==> config.mk <==
export PLATFORM = sky130hd
export DESIGN_NAME = btobx_core
export DESIGN_NICKNAME = d
export VERILOG_FILES = /design/src/rtl/btobx_pkg.sv /design/src/rtl/btobx_core.sv
export SDC_FILE = /design/constraint.sdc
export NUM_CORES = 1
export LEC_CHECK = 0
export BUFFER_PORTS_ARGS = -buffer_cell sky130_fd_sc_hd__buf_4
export CAP_MARGIN = 20
export CORE_MARGIN = 2
export CORE_UTILIZATION = 40
export CTS_CLUSTER_SIZE = 30
export DETAILED_ROUTE_END_ITERATION = 12
export GPL_ROUTABILITY_DRIVEN = 1
export SLEW_MARGIN = 20
export SYNTH_ARGS = -nofsm -noshare
export SYNTH_HDL_FRONTEND = slang
export SYNTH_SLANG_ARGS = --single-unit
==> constraint.sdc <==
create_clock -name clock -period 5.9 [get_ports clock]
set_input_delay 0.59 -clock clock [delete_from_list [all_inputs] [get_ports clock]]
set_output_delay 0.59 -clock clock [all_outputs]
set_load 0.01 [all_outputs]
==> src/rtl/btobx_pkg.sv <==
// btobx_pkg: constants and types for the bit invert, overflow branch and skip tail decoder
// assumes: one clock per q phase, four q phases per instruction cycle
package btobx_pkg;

  // ----------------------------------------------------------------
  // widths
  // ----------------------------------------------------------------
  localparam int PC_W = 21;
  localparam int DATA_W = 8;
  localparam int ADDR_W = 12;
  localparam int BANK_W = 4;

  // ----------------------------------------------------------------
  // opcode fields
  // ----------------------------------------------------------------
  localparam logic [3:0] OPC_BIT_INVERT = 4'h7;
  localparam logic [3:0] OPC_SKIP_CLR = 4'hb;
  localparam logic [3:0] OPC_SKIP_SET = 4'ha;
  localparam logic [7:0] OPC_BR_OVF = 8'he4;

  // ----------------------------------------------------------------
  // access bank split, pc reset value and pc steps
  // ----------------------------------------------------------------
  localparam logic [7:0] ACCESS_SPLIT = 8'h80;
  localparam logic [BANK_W-1:0] ACCESS_LOW_BANK = 4'h0;
  localparam logic [BANK_W-1:0] ACCESS_HIGH_BANK = 4'hf;
  localparam logic [PC_W-1:0] PC_RESET = 21'h000000;
  localparam logic [PC_W-1:0] PC_STEP = 21'h000002;
  localparam logic [PC_W-1:0] PC_SKIP_ONE = 21'h000004;
  localparam logic [PC_W-1:0] PC_SKIP_TWO = 21'h000006;

  // ----------------------------------------------------------------
  // idle cycle counts
  // ----------------------------------------------------------------
  localparam logic [1:0] IDLE_NONE = 2'h0;
  localparam logic [1:0] IDLE_ONE = 2'h1;
  localparam logic [1:0] IDLE_TWO = 2'h2;

  // ----------------------------------------------------------------
  // types
  // ----------------------------------------------------------------
  typedef enum logic [3:0] {
    BTOBX_Q1 = 4'b0001,
    BTOBX_Q2 = 4'b0010,
    BTOBX_Q3 = 4'b0100,
    BTOBX_Q4 = 4'b1000
  } btobx_phase_t;

  typedef struct packed {
    logic [ADDR_W-1:0] addr;
    logic rd_en;
    logic wr_en;
    logic [DATA_W-1:0] wr_data;
  } btobx_mem_req_t;

  typedef struct packed {
    logic invert;
    logic branch;
    logic skip_clr;
    logic skip_set;
    logic [2:0] bit_idx;
    logic access_sel;
    logic [7:0] file;
  } btobx_dec_t;

endpackage : btobx_pkg

==> src/rtl/btobx_core.sv <==
// btobx_core: decode and execute of bit invert, branch on overflow and bit test skip tails
// assumes: fetch path presents the word at pc with instr_valid; data memory answers reads combinationally
// Notes on behaviour
// - bit invert decoded from 0111 bbba ffff ffff pattern.
// - only the chosen bit of the addressed byte flips, written back in place.
// - access bit zero uses the fixed access bank, one uses bank select.
// - file address 0..255 in bank; one word, one cycle, flags untouched.
// - taken branch loads pc plus two plus twice the sign extended offset.
// - branch taken only with overflow flag set; no flag modified.
// - taken branch lasts two cycles with an idle one; untaken one cycle.
// - skipping a two word instruction inserts two idle cycles, not one.
// - skip if clear skips on zero bit, runs next instruction on one.
// - bit test takes one, two or three cycles by skip and length.
`timescale 1ns/1ps
`default_nettype none
module btobx_core #(
  parameter int PC_W = btobx_pkg::PC_W
) (
  input wire logic clock,
  input wire logic rst_n,
  input wire logic [15:0] instr,
  input wire logic instr_valid,
  input wire logic next_two_word,
  input wire logic ovf_flag,
  input wire logic [btobx_pkg::BANK_W-1:0] bank_select_reg,
  input wire logic [btobx_pkg::DATA_W-1:0] mem_rd_data,
  output var btobx_pkg::btobx_mem_req_t mem_req,
  output logic [PC_W-1:0] pc,
  output logic fetch_flush,
  output logic [1:0] idle_left,
  output logic instr_done
);

  // ----------------------------------------------------------------
  // elaboration check
  // ----------------------------------------------------------------
  if (PC_W != btobx_pkg::PC_W) begin : g_bad_width
    $error("btobx_core: pc width must match the package width");
  end

  // ----------------------------------------------------------------
  // decode
  // ----------------------------------------------------------------
  btobx_pkg::btobx_phase_t phase;
  btobx_pkg::btobx_phase_t next_phase;
  btobx_pkg::btobx_dec_t dec;
  btobx_pkg::btobx_dec_t dec_now;
  logic skip_hit;

  wire in_idle = (idle_left != btobx_pkg::IDLE_NONE);
  assign dec_now.invert = (instr[15:12] == btobx_pkg::OPC_BIT_INVERT);
  assign dec_now.branch = (instr[15:8] == btobx_pkg::OPC_BR_OVF);
  assign dec_now.skip_clr = (instr[15:12] == btobx_pkg::OPC_SKIP_CLR);
  assign dec_now.skip_set = (instr[15:12] == btobx_pkg::OPC_SKIP_SET);
  assign dec_now.bit_idx = instr[11:9];
  assign dec_now.access_sel = instr[8];
  assign dec_now.file = instr[7:0];

  // ----------------------------------------------------------------
  // address, data and decisions
  // ----------------------------------------------------------------
  wire [btobx_pkg::BANK_W-1:0] access_bank = (dec.file < btobx_pkg::ACCESS_SPLIT) ?
    btobx_pkg::ACCESS_LOW_BANK : btobx_pkg::ACCESS_HIGH_BANK;
  wire [btobx_pkg::BANK_W-1:0] eff_bank = dec.access_sel ? bank_select_reg : access_bank;
  wire [btobx_pkg::ADDR_W-1:0] eff_addr = {eff_bank, dec.file};
  wire uses_mem = dec.invert | dec.skip_clr | dec.skip_set;
  wire [btobx_pkg::DATA_W-1:0] bit_mask = 8'h01 << dec.bit_idx;
  wire [btobx_pkg::DATA_W-1:0] toggled = mem_rd_data ^ bit_mask;
  wire tested_bit = mem_rd_data[dec.bit_idx];
  wire next_skip_hit = (dec.skip_clr & ~tested_bit) | (dec.skip_set & tested_bit);
  wire br_taken = dec.branch & ovf_flag;
  wire [PC_W-1:0] br_offset = {{(PC_W-9){dec.file[7]}}, dec.file, 1'b0};
  wire [PC_W-1:0] br_target = pc + btobx_pkg::PC_STEP + br_offset;
  wire [PC_W-1:0] skip_step = next_two_word ? btobx_pkg::PC_SKIP_TWO : btobx_pkg::PC_SKIP_ONE;
  wire [1:0] skip_idle = next_two_word ? btobx_pkg::IDLE_TWO : btobx_pkg::IDLE_ONE;

  // ----------------------------------------------------------------
  // end of cycle results at q4
  // ----------------------------------------------------------------
  wire last_q = (phase == btobx_pkg::BTOBX_Q4);
  wire redirect = ~in_idle & (br_taken | skip_hit);
  wire [PC_W-1:0] next_pc = in_idle ? pc :
    br_taken ? br_target :
    skip_hit ? pc + skip_step : pc + btobx_pkg::PC_STEP;
  wire [1:0] next_idle_left = in_idle ? idle_left - 2'h1 :
    br_taken ? btobx_pkg::IDLE_ONE :
    skip_hit ? skip_idle : btobx_pkg::IDLE_NONE;

  // ----------------------------------------------------------------
  // phase sequencer
  // ----------------------------------------------------------------
  always_comb begin
    case (phase)
      btobx_pkg::BTOBX_Q1: next_phase = (in_idle | instr_valid) ? btobx_pkg::BTOBX_Q2 : btobx_pkg::BTOBX_Q1;
      btobx_pkg::BTOBX_Q2: next_phase = btobx_pkg::BTOBX_Q3;
      btobx_pkg::BTOBX_Q3: next_phase = btobx_pkg::BTOBX_Q4;
      btobx_pkg::BTOBX_Q4: next_phase = btobx_pkg::BTOBX_Q1;
      default: next_phase = btobx_pkg::BTOBX_Q1;
    endcase
  end

  always_ff @(posedge clock) begin
    if (!rst_n) begin
      phase <= btobx_pkg::BTOBX_Q1;
    end else begin
      phase <= next_phase;
    end
  end

  // ----------------------------------------------------------------
  // instruction latch, idle cycles zero the decode
  // ----------------------------------------------------------------
  always_ff @(posedge clock) begin
    if (!rst_n) begin
      dec <= '0;
    end else if (phase == btobx_pkg::BTOBX_Q1) begin
      dec <= (in_idle | ~instr_valid) ? '0 : dec_now;
    end
  end

  // ----------------------------------------------------------------
  // data memory request: read in q3, write in q4
  // ----------------------------------------------------------------
  always_ff @(posedge clock) begin
    if (!rst_n) begin
      mem_req <= '0;
      skip_hit <= 1'b0;
    end else begin
      case (phase)
        btobx_pkg::BTOBX_Q2: begin
          mem_req.addr <= eff_addr;
          mem_req.rd_en <= uses_mem;
        end
        btobx_pkg::BTOBX_Q3: begin
          mem_req.rd_en <= 1'b0;
          mem_req.wr_en <= dec.invert;
          mem_req.wr_data <= toggled;
          skip_hit <= next_skip_hit;
        end
        btobx_pkg::BTOBX_Q4: begin
          mem_req.wr_en <= 1'b0;
          skip_hit <= 1'b0;
        end
        default: begin
          mem_req.rd_en <= 1'b0;
        end
      endcase
    end
  end

  // ----------------------------------------------------------------
  // program counter, flush and idle count
  // ----------------------------------------------------------------
  always_ff @(posedge clock) begin
    if (!rst_n) begin
      pc <= btobx_pkg::PC_RESET;
      idle_left <= btobx_pkg::IDLE_NONE;
      fetch_flush <= 1'b0;
      instr_done <= 1'b0;
    end else begin
      fetch_flush <= last_q & redirect;
      instr_done <= last_q & (next_idle_left == btobx_pkg::IDLE_NONE);
      if (last_q) begin
        pc <= next_pc;
        idle_left <= next_idle_left;
      end
    end
  end
endmodule : btobx_core
`default_nettype wire

==> impl_metrics.ini <==
[status]
status = finished, final reports clean

[global_route]
antenna_found_initial = 0
gr-total-overflow = 0
grt_max_degree = 55
grt_pass1_vias = 4115
grt_use_total_pct = 21.6
grt_first_pass_wirelength_um = 20300

[sta]
holdWs_ns = 0.447
worst_pin_slew_ns = 0.842
clock.fmax_mhz = 286
hold_viol_final = 0
slew_headroom_pct = 43.8
slew_viol_final = 0
setup-tns-final_ns = 0
worst_clock_skew_ns = 0.00825
setup_ws_ns = 2.40
rsz0062_at_grt = no
fin_crit_sh_pct = 59.3
period_needed_ns = 3.50
setup_viol = 0

[worst_setup_path]
crit_fanout = 10
worstRegToRegCells = 12
timing.rr.start = pc[3]
worstSetupPathType = register to register
cp-start-kind = register
r2r_setup_slack_ns = 2.40
r2r-end = pc[18]
worst_ep_required_time_ns = 6.14
cp-end-kind = register
crit_arrival_ns = 3.74

[die]
core-area_sq_um = 10900
rows = 38
die_h_um = 110
top_level_ports = 80
initial_core_util_pct = 41.2
die_w_um = 110
dieArea_sq_um = 12100

[drt]
drtIter0Drc = 293
vias_per_cell = 5.70
dr.pass1.iters = 5
routed_wl_um = 12700
drcViolationCount = 0
postRouteAntennaNets = 0
wl_per_cell_um = 16.7
vias = 4361

[worst_hold_path]
hold_depth = 2
holdCritStartpoint = instr[0]
hold_class = primary input to register
hold_end = br_offset[1]

[cts]
clock-sinks = 67
cts_tree = built
htree_levels = 3
hold_buffers = 0
clk_pin_slew_ns = 0.08
cts_made_buffers = 9
clock_latency_ns = 0.35
cts_root_buffer = clkbuf_8
cts_setup_buffers = 0
clk_path_buf_depth = 2
cts_resized = 0

[yosys]
synth_ff_type = dfxtp_1
seq_area_frac_synth_pct = 29.9
synth_edf_count = 0
yosys_warnings = 0
synth_seq_cells = 67
syn_nets = 623
avgSynthCellArea_sq_um = 7.97
synth.cell_area_sq_um = 4490
postSynth.asyncResetShare_pct = 0
synth_cells = 563
ys_types = 64

[flow_run]
drv_cap = 0

[power_and_ir_drop]
p_comb_share_pct = 8.8
clkPwrFrac_pct = 43.4
power_w = 0.000984
peakVddDrop_uv = 171
switchingPower_w = 0.000245
p_leak_nw = 2.41
cellInternalPower_w = 0.000740
switching_share_pct = 24.9
p_seq_share_pct = 47.8
power_density_nw_per_um2 = 183

[final_layout]
fillers = 1051
drive_gt1_share_pct = 18.4
fin_cells = 765
diodes = 0
nNetsFinal = 681
multiInputGateArea_sq_um = 2980
ff_latch_area_sq_um = 1340
areaGrowthSynthToFinish_pct = 19.5

[placement]
dpl.cell_count = 750
dp_hpwl_um = 9530
place_ws_ns = 2.45
io_buffers = 78
gp_congestion = 0.880
state kept, by name, summed over array words and instances (netlist names):
| register | cells |
|---|---|
| pc | 20 |
| skip_hit | 1 |
| fetch_flush | 1 |
| idle_left | 2 |
| mem_req | 22 |
| dec | 8 |
| instr_done | 1 |
| br_offset | 8 |
| phase | 4 |
logic make-up after synthesis:
family | count (synthesis) | synth area share (%)
adders and majority gates | 27 | 7.69
buffers and inverters | 45 | 4.15
AOI/OAI and AO/OA | 171 | 25.6
muxes | 6 | 1.39
and+or+nand+nor | 205 | 23.2
other | 1 | 0.0836
DFF | 67 | 29.9
xor gates and xnor gates | 41 | 8.00
cells in the final DEF, fill, tap and decap left out, types with 4 or more instances in the layout:
cell / count
dfxtp_1: 67
nor3_1: 14
and3_1: 6
o211ai_1: 9
o211a_1: 12
xnor2_1: 21
buf_4: 83
o31ai_1: 4
nand3_1: 25
xor2_1: 20
a22o_1: 12
clkbuf_8: 9
a21boi_0: 13
or3_1: 5
mux2i_1: 4
ha_1: 26
a21oi_1: 41
nor2_1: 28
nor2b_1: 8
nand2_1: 76
inv_1: 9
and2_1: 6
a211oi_1: 5
o21ai_0: 37
nand4_1: 8
a21o_1: 10
a31oi_1: 5
worst max-delay path by stage:
stage                     start     end  cells after the start
final                     pc[3]  pc[18]                     12
after global routing      pc[3]  pc[20]                     12
after CTS                 pc[3]  pc[18]                     12
after detailed placement  pc[3]  pc[18]                     12
after global placement    pc[6]  pc[18]                     12
after floorplan           pc[6]  pc[18]                     14
area by class of cell:
type / instances / share of cell area, %
clock buffer: 9 / 2.31
sequential: 67 / 25.0
timing repair buffer: 83 / 11.6
tap: 140 / 3.26
inverter: 9 / 0.630
clock inverter: 6 / 1.68
multi-input combinational: 451 / 55.5
power by group through the flow:
stage / Sequential (W) / Clock (W) / Combinational, W
floorplan: 0.000478 / 0 / 0.0000524
global placement: 0.000480 / 0 / 0.0000850
detailed placement: 0.000481 / 0 / 0.0000864
CTS: 0.000470 / 0.000440 / 0.0000868
global route: 0.000472 / 0.000459 / 0.0000958
finish: 0.000470 / 0.000427 / 0.0000869
synthesized netlist by cell type, types with 4 or more instances:
cell type	n	area, sq um
dfxtp_1	67	1340
a22o_1	12	105
o211ai_1	9	67.6
nand3_1	25	125
xor2_1	20	175
a21boi_0	13	97.6
nand2_1	77	289
a31oi_1	5	31.3
and3_1	6	37.5
o211a_1	12	120
ha_1	26	325
inv_1	9	33.8
a21o_1	10	75.1
o31ai_1	4	30.0
mux2i_1	4	40.0
a21oi_1	41	205
nand4_1	8	50.1
clkbuf_1	28	105
buf_2	5	25.0
nor2_1	28	105
o21ai_0	37	185
nor4b_1	4	35.0
nor3_1	14	70.1
a211oi_1	5	37.5
and2_1	6	37.5
xnor2_1	21	184
or3_1	5	31.3
nor2b_1	9	56.3
critical path: stages, from the launching register on:
cell and delay, ns:
dfxtp_1 0.50, nand3_1 0.23, nor2_1 0.36, nand3_1 0.15, xnor2_1 0.16, ha_1 0.34
o21ai_0 0.39, o21ai_0 0.17, nor4_1 0.50, nor3_1 0.13, o21ai_0 0.22, xor2_1 0.17
o2bb2ai_1 0.09
stage by stage:
stage	cell area (sq um)	utilization, %
6_report	5370	49.3
5_1_grt	5370	49.3
4_1_cts	5360	49.2
3_5_place_dp	5150	47.3
3_3_place_gp	5150	47.3
2_1_floorplan	4490	-
per-layer routing:
layer	up-vias	GRT usage [%]	wire, um	share of wire (%)
met4	0	8.14	279	2.2
met5	-	0	0	0
met2	132	34.4	5870	46
met3	23	5.04	693	5.4
met1	2045	28.3	5890	46
li1	2161	-	-	-
(Power assumes the default switching activity.)
